[config.mk]
export PLATFORM = sky130hd
export DESIGN_NAME = icgu_clock_gen
export DESIGN_NICKNAME = d
export VERILOG_FILES = /design/src/rtl/icgu_pkg.sv /design/src/rtl/icgu_clock_gen.sv
export SDC_FILE = /design/constraint.sdc
export NUM_CORES = 1
export LEC_CHECK = 0
export BUFFER_PORTS_ARGS = -buffer_cell sky130_fd_sc_hd__buf_2
export CORE_ASPECT_RATIO = 1.2
export CORE_UTILIZATION = 62
export CTS_CLUSTER_DIAMETER = 50
export DETAILED_ROUTE_END_ITERATION = 8
export GPL_TIMING_DRIVEN = 0
export PLACE_DENSITY = 0.91
export SYNTH_ARGS = -nofsm -noshare
export SYNTH_HDL_FRONTEND = slang
export SYNTH_SLANG_ARGS = --single-unit
[constraint.sdc]
create_clock -name CORE_CLK_I -period 7.4 [get_ports CORE_CLK_I]
set_clock_uncertainty 0.2 [all_clocks]
set_input_delay 0.74 -clock CORE_CLK_I [delete_from_list [all_inputs] [get_ports CORE_CLK_I]]
set_output_delay 0.74 -clock CORE_CLK_I [all_outputs]
set_load 0.005 [all_outputs]
[src/rtl/icgu_pkg.sv]
package icgu_pkg;

  // register map, byte addresses on the bus
  localparam int unsigned ADDR_W = 8;
  localparam logic [ADDR_W-1:0] ADDR_CTRL = 8'h00;
  localparam logic [ADDR_W-1:0] ADDR_CONFIG = 8'h04;
  localparam logic [ADDR_W-1:0] ADDR_MULT = 8'h08;
  localparam logic [ADDR_W-1:0] ADDR_SETTING = 8'h0C;
  localparam logic [ADDR_W-1:0] ADDR_STATUS = 8'h10;

  // control register fields
  localparam int unsigned CTRL_INT_ON_BIT = 0;
  localparam int unsigned CTRL_EXT_ON_BIT = 1;
  localparam int unsigned CTRL_BUS_EXT_BIT = 2;
  // configuration register fields
  localparam int unsigned CFG_STAY_ON_BIT = 0;
  localparam int unsigned CFG_EXT_PERMIT_BIT = 1;
  localparam int unsigned CFG_CRYSTAL_BIT = 2;
  // status register fields
  localparam int unsigned STAT_STABLE_BIT = 0;
  localparam int unsigned STAT_INT_EN_BIT = 1;
  localparam int unsigned STAT_EXT_EN_BIT = 2;
  localparam int unsigned STAT_STOP_BIT = 3;

  // reset values
  localparam logic RST_INT_ON = 1'b1;
  localparam logic [7:0] RST_MULT = 8'h08;
  localparam logic [11:0] RST_SETTING = 12'h500;

  // oscillator setting layout and limits
  localparam int unsigned SETTING_W = 12;
  localparam int unsigned STAGE_W = 8;
  localparam logic [3:0] DIV_SLOWEST = 4'h9;
  localparam logic [SETTING_W-1:0] SETTING_MAX = 12'h9FF;
  localparam logic [SETTING_W-1:0] STEP_LARGE = 12'h020;
  localparam logic [SETTING_W-1:0] STEP_MID = 12'h008;
  localparam logic [SETTING_W-1:0] STEP_SMALL = 12'h001;

  // oscillator model: half period in core cycles = minimum + setting >> shift
  localparam int unsigned NOMINAL_FREQ_HZ = 307200;
  localparam logic [8:0] DCO_MIN_HALF = 9'h002;
  localparam int unsigned DCO_RES_SHIFT = 4;

  // comparator error bands of the base clock against nominal
  localparam logic [2:0] BAND_BELOW_85 = 3'h0;
  localparam logic [2:0] BAND_BELOW_95 = 3'h1;
  localparam logic [2:0] BAND_BELOW_100 = 3'h2;
  localparam logic [2:0] BAND_BELOW_105 = 3'h3;
  localparam logic [2:0] BAND_BELOW_115 = 3'h4;
  localparam logic [2:0] BAND_ABOVE_115 = 3'h5;

  localparam logic [1:0] RESP_OKAY = 2'h0;
  localparam logic [1:0] RESP_DECERR = 2'h3;

  typedef struct packed {
    logic awvalid;
    logic [ADDR_W-1:0] awaddr;
    logic wvalid;
    logic [31:0] wdata;
    logic [3:0] wstrb;
    logic bready;
    logic arvalid;
    logic [ADDR_W-1:0] araddr;
    logic rready;
  } icgu_axi_req_type;

  typedef struct packed {
    logic awready;
    logic wready;
    logic bvalid;
    logic [1:0] bresp;
    logic arready;
    logic rvalid;
    logic [31:0] rdata;
    logic [1:0] rresp;
  } icgu_axi_resp_type;

endpackage

[src/rtl/icgu_clock_gen.sv]
`timescale 1ns/1ps

// Behaviour
// RQ1 - bus clock runs at a quarter of oscillator clock, half of generator clock
// RQ2 - drive oscillator, generator and timebase clocks out to their consumers
// RQ3 - timebase takes external clock whenever available, else internal base clock
// RQ4 - software selects internal or external source for the bus clock
// RQ5 - stop mode with stay-on clear raises generator stop, halting all clocks
// RQ6 - stop mode with stay-on set keeps clocks running, no generator stop
// RQ7 - internal enable equals internal-on bit and not generator stop
// RQ8 - internal enable low turns oscillator off, internal and base clocks low
// RQ9 - external enable equals external-on and not stop; disabled external clock low
// RQ10 - external-on cannot be set unless external clock is permitted
// RQ11 - oscillator input pin port logic disabled whenever external-on set
// RQ12 - oscillator output pin port logic disabled when external-on and crystal set
// RQ13 - internal clock is integer multiple of base clock, factor from multiplier register
// RQ14 - base clock is internal clock divided by factor; factor 0 or 1 passes through
// RQ15 - oscillator period set by 12-bit setting, 4-bit divider field and 8-bit stage field, valid to 0x9FF
// RQ16 - comparator error outputs feed the loop filter as its corrections
// RQ17 - loop filter steps setting by 32, 8 or 1 up or down with carries
// RQ18 - divider field values 0xA to 0xF act as 0x9, slowest
// RQ19 - filter-stable flag set when base clock error below five percent
// RQ20 - at most one correction per base clock period, using that period's sample
module icgu_clock_gen
  import icgu_pkg::*;
(
  input wire logic CORE_CLK_I,
  input wire logic RESETN_I,
  input wire icgu_pkg::icgu_axi_req_type AXI_REQ_I,
  output icgu_pkg::icgu_axi_resp_type AXI_RESP_O,
  input wire logic STOP_MODE_I,
  input wire logic EXT_CLK_PIN_I,
  input wire logic [2:0] COMPARE_BAND_I,
  output logic OSC_OUT_CLK_O,
  output logic GEN_OUT_CLK_O,
  output logic BUS_CLK_O,
  output logic TIMEBASE_CLK_O,
  output logic INTERNAL_CLK_O,
  output logic BASE_CLK_O,
  output logic EXTERNAL_CLK_O,
  output logic GENERATOR_STOP_O,
  output logic INTERNAL_GEN_ENABLE_O,
  output logic EXTERNAL_GEN_ENABLE_O,
  output logic OSC_IN_PORT_ENABLE_O,
  output logic OSC_OUT_PORT_ENABLE_O,
  output logic FILTER_STABLE_FLAG_O
);
  import icgu_pkg::*;

  typedef struct packed {
    icgu_axi_resp_type axi;
    logic aw_have;
    logic [ADDR_W-1:0] aw_addr;
    logic w_have;
    logic [31:0] w_data;
    logic [3:0] w_strb;
    logic internal_on_bit;
    logic external_on_bit;
    logic bus_src_ext;
    logic stay_on_in_stop;
    logic external_clock_permit;
    logic crystal_select;
    logic [7:0] multiplier_reg;
    logic [SETTING_W-1:0] setting;
    logic [2:0] ext_sync;
    logic ext_filt;
    logic [2:0] band_s1;
    logic [2:0] band_s2;
    logic [2:0] band_s3;
    logic [2:0] band_filt;
    logic generator_stop;
    logic internal_gen_enable;
    logic external_gen_enable;
    logic osc_in_port_enable;
    logic osc_out_port_enable;
    logic [8:0] dco_cnt;
    logic internal_clock;
    logic [7:0] mod_cnt;
    logic base_clock;
    logic external_clock;
    logic osc_clk;
    logic gen_clk;
    logic bus_clk;
    logic timebase_clk;
    logic filter_stable_flag;
  } icgu_state_type;

  localparam icgu_state_type STATE_RESET = '{
    axi: '{awready: 1'b1, wready: 1'b1, arready: 1'b1, default: '0},
    internal_on_bit: RST_INT_ON,
    multiplier_reg: RST_MULT,
    setting: RST_SETTING,
    osc_in_port_enable: 1'b1,
    osc_out_port_enable: 1'b1,
    internal_gen_enable: RST_INT_ON,
    default: '0
  };

  icgu_state_type s_reg;
  icgu_state_type s_next;

  function automatic logic [31:0] merge_bytes(input logic [31:0] old, input logic [31:0] data,
                                              input logic [3:0] strb);
    logic [31:0] res;
    res = old;
    for (int i = 0; i < 4; i++)
    begin
      if (strb[i])
      begin
        res[i*8 +: 8] = data[i*8 +: 8];
      end
    end
    return res;
  endfunction

  always_comb
  begin
    logic [31:0] ctrl_word;
    logic [31:0] cfg_word;
    logic [31:0] stat_word;
    logic [31:0] wr_word;
    logic [3:0] div_eff;
    logic [8:0] half_period;
    logic int_rise;
    logic osc_rise;
    logic gen_rise;
    logic base_rise;
    logic [7:0] half_n;
    s_next = s_reg;
    ctrl_word = '0;
    ctrl_word[CTRL_INT_ON_BIT] = s_reg.internal_on_bit;
    ctrl_word[CTRL_EXT_ON_BIT] = s_reg.external_on_bit;
    ctrl_word[CTRL_BUS_EXT_BIT] = s_reg.bus_src_ext;
    cfg_word = '0;
    cfg_word[CFG_STAY_ON_BIT] = s_reg.stay_on_in_stop;
    cfg_word[CFG_EXT_PERMIT_BIT] = s_reg.external_clock_permit;
    cfg_word[CFG_CRYSTAL_BIT] = s_reg.crystal_select;
    stat_word = '0;
    stat_word[STAT_STABLE_BIT] = s_reg.filter_stable_flag;
    stat_word[STAT_INT_EN_BIT] = s_reg.internal_gen_enable;
    stat_word[STAT_EXT_EN_BIT] = s_reg.external_gen_enable;
    stat_word[STAT_STOP_BIT] = s_reg.generator_stop;
    wr_word = '0;
    div_eff = '0;
    half_period = '0;
    int_rise = 1'b0;
    osc_rise = 1'b0;
    gen_rise = 1'b0;
    base_rise = 1'b0;
    half_n = '0;

    // write channels taken independently, answered once both are held
    if (AXI_REQ_I.awvalid && s_reg.axi.awready)
    begin
      s_next.aw_have = 1'b1;
      s_next.aw_addr = AXI_REQ_I.awaddr;
    end
    if (AXI_REQ_I.wvalid && s_reg.axi.wready)
    begin
      s_next.w_have = 1'b1;
      s_next.w_data = AXI_REQ_I.wdata;
      s_next.w_strb = AXI_REQ_I.wstrb;
    end
    if (s_reg.axi.bvalid && AXI_REQ_I.bready)
    begin
      s_next.axi.bvalid = 1'b0;
    end
    if (s_reg.aw_have && s_reg.w_have && !s_reg.axi.bvalid)
    begin
      s_next.aw_have = 1'b0;
      s_next.w_have = 1'b0;
      s_next.axi.bvalid = 1'b1;
      s_next.axi.bresp = RESP_OKAY;
      case (s_reg.aw_addr)
        ADDR_CTRL:
        begin
          wr_word = merge_bytes(ctrl_word, s_reg.w_data, s_reg.w_strb);
          s_next.internal_on_bit = wr_word[CTRL_INT_ON_BIT];
          // a set is only honoured while permitted; clearing always works
          s_next.external_on_bit = wr_word[CTRL_EXT_ON_BIT]
                                   & (s_reg.external_clock_permit | s_reg.external_on_bit); // [RQ10]
          s_next.bus_src_ext = wr_word[CTRL_BUS_EXT_BIT]; // [RQ4]
        end
        ADDR_CONFIG:
        begin
          wr_word = merge_bytes(cfg_word, s_reg.w_data, s_reg.w_strb);
          s_next.stay_on_in_stop = wr_word[CFG_STAY_ON_BIT];
          s_next.external_clock_permit = wr_word[CFG_EXT_PERMIT_BIT];
          s_next.crystal_select = wr_word[CFG_CRYSTAL_BIT];
        end
        ADDR_MULT:
        begin
          wr_word = merge_bytes({24'h000000, s_reg.multiplier_reg}, s_reg.w_data, s_reg.w_strb);
          s_next.multiplier_reg = wr_word[7:0]; // [RQ13]
        end
        ADDR_SETTING:
        begin
          wr_word = merge_bytes({20'h00000, s_reg.setting}, s_reg.w_data, s_reg.w_strb);
          s_next.setting = wr_word[SETTING_W-1:0];
        end
        ADDR_STATUS:
        begin
          s_next.axi.bresp = RESP_OKAY;
        end
        default:
        begin
          s_next.axi.bresp = RESP_DECERR;
        end
      endcase
    end
    s_next.axi.awready = !s_next.aw_have && !s_next.axi.bvalid;
    s_next.axi.wready = !s_next.w_have && !s_next.axi.bvalid;

    if (s_reg.axi.rvalid && AXI_REQ_I.rready)
    begin
      s_next.axi.rvalid = 1'b0;
      s_next.axi.arready = 1'b1;
    end
    if (AXI_REQ_I.arvalid && s_reg.axi.arready)
    begin
      s_next.axi.arready = 1'b0;
      s_next.axi.rvalid = 1'b1;
      s_next.axi.rresp = RESP_OKAY;
      case (AXI_REQ_I.araddr)
        ADDR_CTRL: s_next.axi.rdata = ctrl_word;
        ADDR_CONFIG: s_next.axi.rdata = cfg_word;
        ADDR_MULT: s_next.axi.rdata = {24'h000000, s_reg.multiplier_reg};
        ADDR_SETTING: s_next.axi.rdata = {20'h00000, s_reg.setting};
        ADDR_STATUS: s_next.axi.rdata = stat_word;
        default:
        begin
          s_next.axi.rdata = '0;
          s_next.axi.rresp = RESP_DECERR;
        end
      endcase
    end

    // pin and analog inputs: three stages, change accepted when stages two and three agree
    s_next.ext_sync = {s_reg.ext_sync[1:0], EXT_CLK_PIN_I};
    if (s_reg.ext_sync[1] == s_reg.ext_sync[2])
    begin
      s_next.ext_filt = s_reg.ext_sync[2];
    end
    s_next.band_s1 = COMPARE_BAND_I;
    s_next.band_s2 = s_reg.band_s1;
    s_next.band_s3 = s_reg.band_s2;
    if (s_reg.band_s2 == s_reg.band_s3)
    begin
      s_next.band_filt = s_reg.band_s3; // [RQ16]
    end

    // enable circuit
    s_next.generator_stop = STOP_MODE_I && !s_reg.stay_on_in_stop; // [RQ5] [RQ6]
    s_next.internal_gen_enable = s_reg.internal_on_bit && !s_next.generator_stop; // [RQ7]
    s_next.external_gen_enable = s_reg.external_on_bit && !s_next.generator_stop; // [RQ9]
    // port enables deliberately ignore stop so pins stay claimed in stop mode
    s_next.osc_in_port_enable = !s_reg.external_on_bit; // [RQ11]
    s_next.osc_out_port_enable = !(s_reg.external_on_bit && s_reg.crystal_select); // [RQ12]
    s_next.external_clock = s_reg.external_gen_enable && s_reg.ext_filt; // [RQ9]

    // oscillator: out-of-range divider field behaves as the slowest value
    div_eff = (s_reg.setting[SETTING_W-1:STAGE_W] > DIV_SLOWEST) ? DIV_SLOWEST
              : s_reg.setting[SETTING_W-1:STAGE_W]; // [RQ18]
    half_period = DCO_MIN_HALF + {1'b0, 8'({div_eff, s_reg.setting[STAGE_W-1:0]} >> DCO_RES_SHIFT)}; // [RQ15]
    half_n = s_reg.multiplier_reg >> 1;
    if (!s_reg.internal_gen_enable)
    begin
      s_next.dco_cnt = '0;
      s_next.internal_clock = 1'b0; // [RQ8]
      s_next.mod_cnt = '0;
      s_next.base_clock = 1'b0; // [RQ8]
    end
    else
    begin
      if (s_reg.dco_cnt >= half_period - 9'h001)
      begin
        s_next.dco_cnt = '0;
        s_next.internal_clock = !s_reg.internal_clock;
        int_rise = !s_reg.internal_clock;
      end
      else
      begin
        s_next.dco_cnt = s_reg.dco_cnt + 9'h001;
      end
      if (s_reg.multiplier_reg <= 8'h01)
      begin
        s_next.base_clock = s_next.internal_clock; // [RQ14]
      end
      else if (int_rise)
      begin
        s_next.mod_cnt = (s_reg.mod_cnt >= s_reg.multiplier_reg - 8'h01) ? 8'h00 : s_reg.mod_cnt + 8'h01;
        s_next.base_clock = s_next.mod_cnt < half_n; // [RQ13] [RQ14]
      end
      base_rise = s_next.base_clock && !s_reg.base_clock;
    end

    // loop filter: one correction per base period, from that period's band
    if (base_rise)
    begin
      case (s_reg.band_filt) // [RQ20]
        BAND_BELOW_85: s_next.setting = s_reg.setting - STEP_LARGE; // [RQ17]
        BAND_BELOW_95: s_next.setting = s_reg.setting - STEP_MID;
        BAND_BELOW_100: s_next.setting = s_reg.setting - STEP_SMALL;
        BAND_BELOW_105: s_next.setting = s_reg.setting + STEP_SMALL;
        BAND_BELOW_115: s_next.setting = s_reg.setting + STEP_MID;
        BAND_ABOVE_115: s_next.setting = s_reg.setting + STEP_LARGE;
        // no step: a software write in this cycle must not be lost
        default: ;
      endcase
      s_next.filter_stable_flag = (s_reg.band_filt == BAND_BELOW_100)
                                  || (s_reg.band_filt == BAND_BELOW_105); // [RQ19]
    end

    // output clocks; halving stages keep the ratios exact
    s_next.osc_clk = s_reg.bus_src_ext ? s_reg.external_clock : s_reg.internal_clock; // [RQ4] [RQ2]
    osc_rise = s_next.osc_clk && !s_reg.osc_clk;
    if (osc_rise)
    begin
      s_next.gen_clk = !s_reg.gen_clk; // [RQ1]
    end
    gen_rise = s_next.gen_clk && !s_reg.gen_clk;
    if (gen_rise)
    begin
      s_next.bus_clk = !s_reg.bus_clk; // [RQ1]
    end
    s_next.timebase_clk = s_reg.external_gen_enable ? s_reg.external_clock : s_reg.base_clock; // [RQ3] [RQ2]
  end

  always_ff @(posedge CORE_CLK_I or negedge RESETN_I)
  begin
    if (!RESETN_I)
    begin
      s_reg <= STATE_RESET;
    end
    else
    begin
      s_reg <= s_next;
    end
  end

  assign AXI_RESP_O = s_reg.axi;
  assign OSC_OUT_CLK_O = s_reg.osc_clk;
  assign GEN_OUT_CLK_O = s_reg.gen_clk;
  assign BUS_CLK_O = s_reg.bus_clk;
  assign TIMEBASE_CLK_O = s_reg.timebase_clk;
  assign INTERNAL_CLK_O = s_reg.internal_clock;
  assign BASE_CLK_O = s_reg.base_clock;
  assign EXTERNAL_CLK_O = s_reg.external_clock;
  assign GENERATOR_STOP_O = s_reg.generator_stop;
  assign INTERNAL_GEN_ENABLE_O = s_reg.internal_gen_enable;
  assign EXTERNAL_GEN_ENABLE_O = s_reg.external_gen_enable;
  assign OSC_IN_PORT_ENABLE_O = s_reg.osc_in_port_enable;
  assign OSC_OUT_PORT_ENABLE_O = s_reg.osc_out_port_enable;
  assign FILTER_STABLE_FLAG_O = s_reg.filter_stable_flag;

endmodule

==> impl.org <==
** Outcome
- The run finished with clean final reports.

** Timing
- For the pin with the worst max-slew slack, the measured transition is 1.279 ns.
- Post-route minimum period :: 5.199 ns
- The total count of max-transition violations in the final report is 0.
- Achievable Freq :: 0.1924 GHz
- Setup repair after global routing left no endpoint under its margin.
- The number of hold violations in the final report is 0.
- Total negative setup slack :: 0 ns
- Hold timing on the final database bottoms out at a slack of 0.09235 ns.
- After layout, the worst setup slack is 2.202 ns.
- Slew margin rel. :: 0.1392
- Final setup violation count :: 0
- Crit share post-route :: 0.7025

** Final layout
- In the layout the commonest cells are sky130_fd_sc_hd__dfrtp_1 (105), sky130_fd_sc_hd__buf_2 (73), sky130_fd_sc_hd__nand2_1 (59).
- The register with the most flip-flops in the layout has between 70 and 80 of them.
- Layout area overhead :: 17.60%
- Count of fill cells added during filler insertion :: 746
- Summing all flip-flop and latch instances after layout gives 2890 um^2.
- Ant. Diodes :: 0
- Most common cell after layout, fill and taps aside :: sky130_fd_sc_hd__dfrtp_1
- Fraction of final layout cells sized beyond drive strength 1 :: 0.2322
- After the last flow step, the layout net total stands at slightly below 1000.
- Summing all multi-input logic gate instances after layout gives 3816 um^2.

** Setup path
- In this run the register-to-register setup slack is 2.20 ns.
- CP max FO :: 10
- Crit. End Element :: register
- Counting cells, the worst reg-to-reg path comes to 20.
- Destination of the worst register-to-register timing path :: s_reg[53]
- The critical path starts at s_reg[60].
- Data on the critical path arrives at its endpoint at 5.28 ns.
- Req. time, crit path :: 7.48 ns
- Worst setup path end :: s_reg[53]
- Launching point of the worst reg2reg path :: s_reg[60]
- The worst setup path is of the register to register kind.
- Startpoint types :: register

** Clock network
- Buffers added to address setup during post-CTS repair amount to 0.
- Clock transition at the register clock pins on the worst setup and hold paths after CTS :: approximately 0.06 ns
- CTS Hold Bufs :: 0
- CTS built an H-tree with a depth of 4.
- Once the clock tree was built, the resizer swapped 0 gates to a different size.
- The clock passes through at most 2 buffers.
- CTS placed an instance of sky130_fd_sc_hd__clkbuf_16 at the clock tree root.
- Clock tree synthesis inserted a total of 17 buffers.
- Clock Latency Late Sink :: 0.42 ns
- Sink count of the clock tree :: ~120
- CTS tree :: yes

** Yosys
- Post-synth top flop :: sky130_fd_sc_hd__dfrtp_1
- During synthesis, Yosys emitted a total of 0 warnings.
- Number of distinct library cell variants in the gate-level netlist after synthesis :: 62
- Number of storage elements in the synthesis netlist :: 115
- In the synthesized netlist the async set-or-reset flop fraction comes to 1.000.
- Each instance of the synthesized netlist takes up on average 9.690 um^2.
- In this run, synthesis inferred 0 flip-flops with an integrated enable.
- The mapped netlist covers roughly 7200 um^2.
- Synthesis produced around 740 cells.
- For this run, the register share of the synthesized area comes to 0.4009.

** Placement
- Post-place setup slack :: 2.550 ns
- Dpl hpwl :: approximately 12000 um
- During placement, the flow inserted port buffers numbering 74.
- Routability congestion estimate from global placement :: approximately 0.88

** Power and ir drop
- Leakage component of the power :: 0.004137 uW
- Dividing total power by cell area gives a power density of 283.7 nW/um^2.
- VDD IR max :: around 0.23 mV

** Route
- Number of design rule violations left after detail routing :: 0
- In the routed layout, each cell is associated on average with a via count of about 6.
- After the first detailed-routing iteration, the DRC count stood at 362.
- Total via count after detailed routing :: 6147
- Once detail routing completed, the nets flagged for antenna violations numbered 0.
- After detailed routing, the average wire length per cell comes to 17.14 um.
- Number of detailed-route iterations in the first pass :: 7
- The routed design has between 15000 and 20000 um of wire.

** Floorplanning
- Die area :: 12070 um^2
- After floorplanning, the core was sized to cover about 11000 um^2.
- Cell row count :: 42
- In this run the count of I/O pins placed on the die edge is ~120.
- Die Span X :: between 100 and 150 um
- The die is 120.1 um tall.
- Initial standard-cell utilization of the core :: 0.6441

** GRT
- Via count of the first global-routing pass :: 6186
- The number of antenna violations at the first check in global routing is 0.
- Total overflow reported by the global router :: 0
- The first global-routing pass estimated 29280 um of wire.
- Maximum number of pins on one net before global-route repair :: 76
- In the global route stage, overall resource usage came out at 0.3132.

** Flow run
- The tool flagged a number of max-cap violations equal to 0.

** Min path
- Path class of the lowest-slack min-delay path :: input pin to async pin
-- synthesized netlist by cell type, drive strengths merged, types with 6 or more instances --
cell type / count / share of area
xnor2: 28 / 0.034
a21oi: 43 / 0.030
mux2i: 15 / 0.021
ha: 52 / 0.090
dfstp: 10 / 0.036
a221oi: 6 / 0.0090
xor2: 18 / 0.022
or2: 7 / 0.0061
nor3: 20 / 0.014
nand2: 60 / 0.032
nand3: 17 / 0.012
inv: 45 / 0.023
o21ai: 45 / 0.031
nor2: 43 / 0.022
mux2: 29 / 0.045
dfrtp: 105 / 0.36
and3: 11 / 0.0095
and2: 11 / 0.0099
nor2b: 15 / 0.013
a211oi: 6 / 0.0062
clkbuf: 18 / 0.0094
buf: 44 / 0.046
a21o: 13 / 0.014
-- metrics by stage --
stage,instance area (um^2),cells,total power (uW),utilization
4_1_cts,8478,1024,2398,0.7574
3_5_place_dp,7874,992,1541,0.7034
6_report,8478,1024,2405,0.7574
3_3_place_gp,7844,991,1505,0.7008
5_1_grt,8478,1024,2528,0.7574
2_1_floorplan,7281,763,1348,-
-- logic make-up after synthesis --
group | synth area share
flip-flops | 0.4009
XOR/XNOR | 0.05588
AND/OR/NAND/NOR | 0.1435
multiplexers | 0.07549
AO/OA/AOI/OAI | 0.1435
other | 0.001042
adder cells (fa/ha/maj) | 0.09997
buffers and inverters | 0.07966
-- critical path, cell delays in order, from the launching register on --
cell and delay, ns:
sky130_fd_sc_hd__dfrtp_1 0.44, sky130_fd_sc_hd__nor3_1 0.40, sky130_fd_sc_hd__and3_1 0.25, sky130_fd_sc_hd__xnor2_1 0.17
sky130_fd_sc_hd__ha_1 0.31, sky130_fd_sc_hd__and3_1 0.18, sky130_fd_sc_hd__a21oi_1 0.09, sky130_fd_sc_hd__o21ai_0 0.09
sky130_fd_sc_hd__o41a_1 0.44, sky130_fd_sc_hd__clkbuf_1 0.26, sky130_fd_sc_hd__nor2_1 0.23, sky130_fd_sc_hd__ha_1 0.31
sky130_fd_sc_hd__a21o_1 0.18, sky130_fd_sc_hd__o31ai_1 0.11, sky130_fd_sc_hd__o22ai_1 0.17, sky130_fd_sc_hd__nor4_1 0.32
sky130_fd_sc_hd__a211o_1 0.20, sky130_fd_sc_hd__buf_6 0.15, sky130_fd_sc_hd__nand2_2 0.15, sky130_fd_sc_hd__a221oi_1 0.33
sky130_fd_sc_hd__a21oi_1 0.09
-- metal layers --
layer,part of all wire,global-route usage
met1,0.37,0.3613
met2,0.50,0.5347
met3,0.079,0.06407
met4,0.046,0.1830
met5,0,0
-- layout make-up --
type	count	share of cell area
Clock buffer	19	0.05224
Buffer	62	0.04737
Inverter	46	0.02037
Tap cell	154	0.02273
Multi-Input combinational cell	540	0.4501
Clock inverter	13	0.01904
Timing Repair Buffer	75	0.04723
Sequential cell	115	0.3409
-- report_power, final --
group / internal, uW / switching [uW] / total [uW]
clock: 537 / 300 / 837
combinational: 336 / 384 / 720
sequential: 741 / 107 / 848
-- worst min-delay path by stage --
stage | to | slack, ns | depth (start not counted)
after floorplan | s_next[33] | 0.13 | 0
after global placement | s_next[34] | 0.13 | 0
after detailed placement | s_next[35] | 0.14 | 0
after CTS | s_reg[110] | 0.11 | 1
after global routing | s_reg[109] | 0.15 | 1
final | s_reg[110] | 0.09 | 1
(Power assumes the default switching activity.)
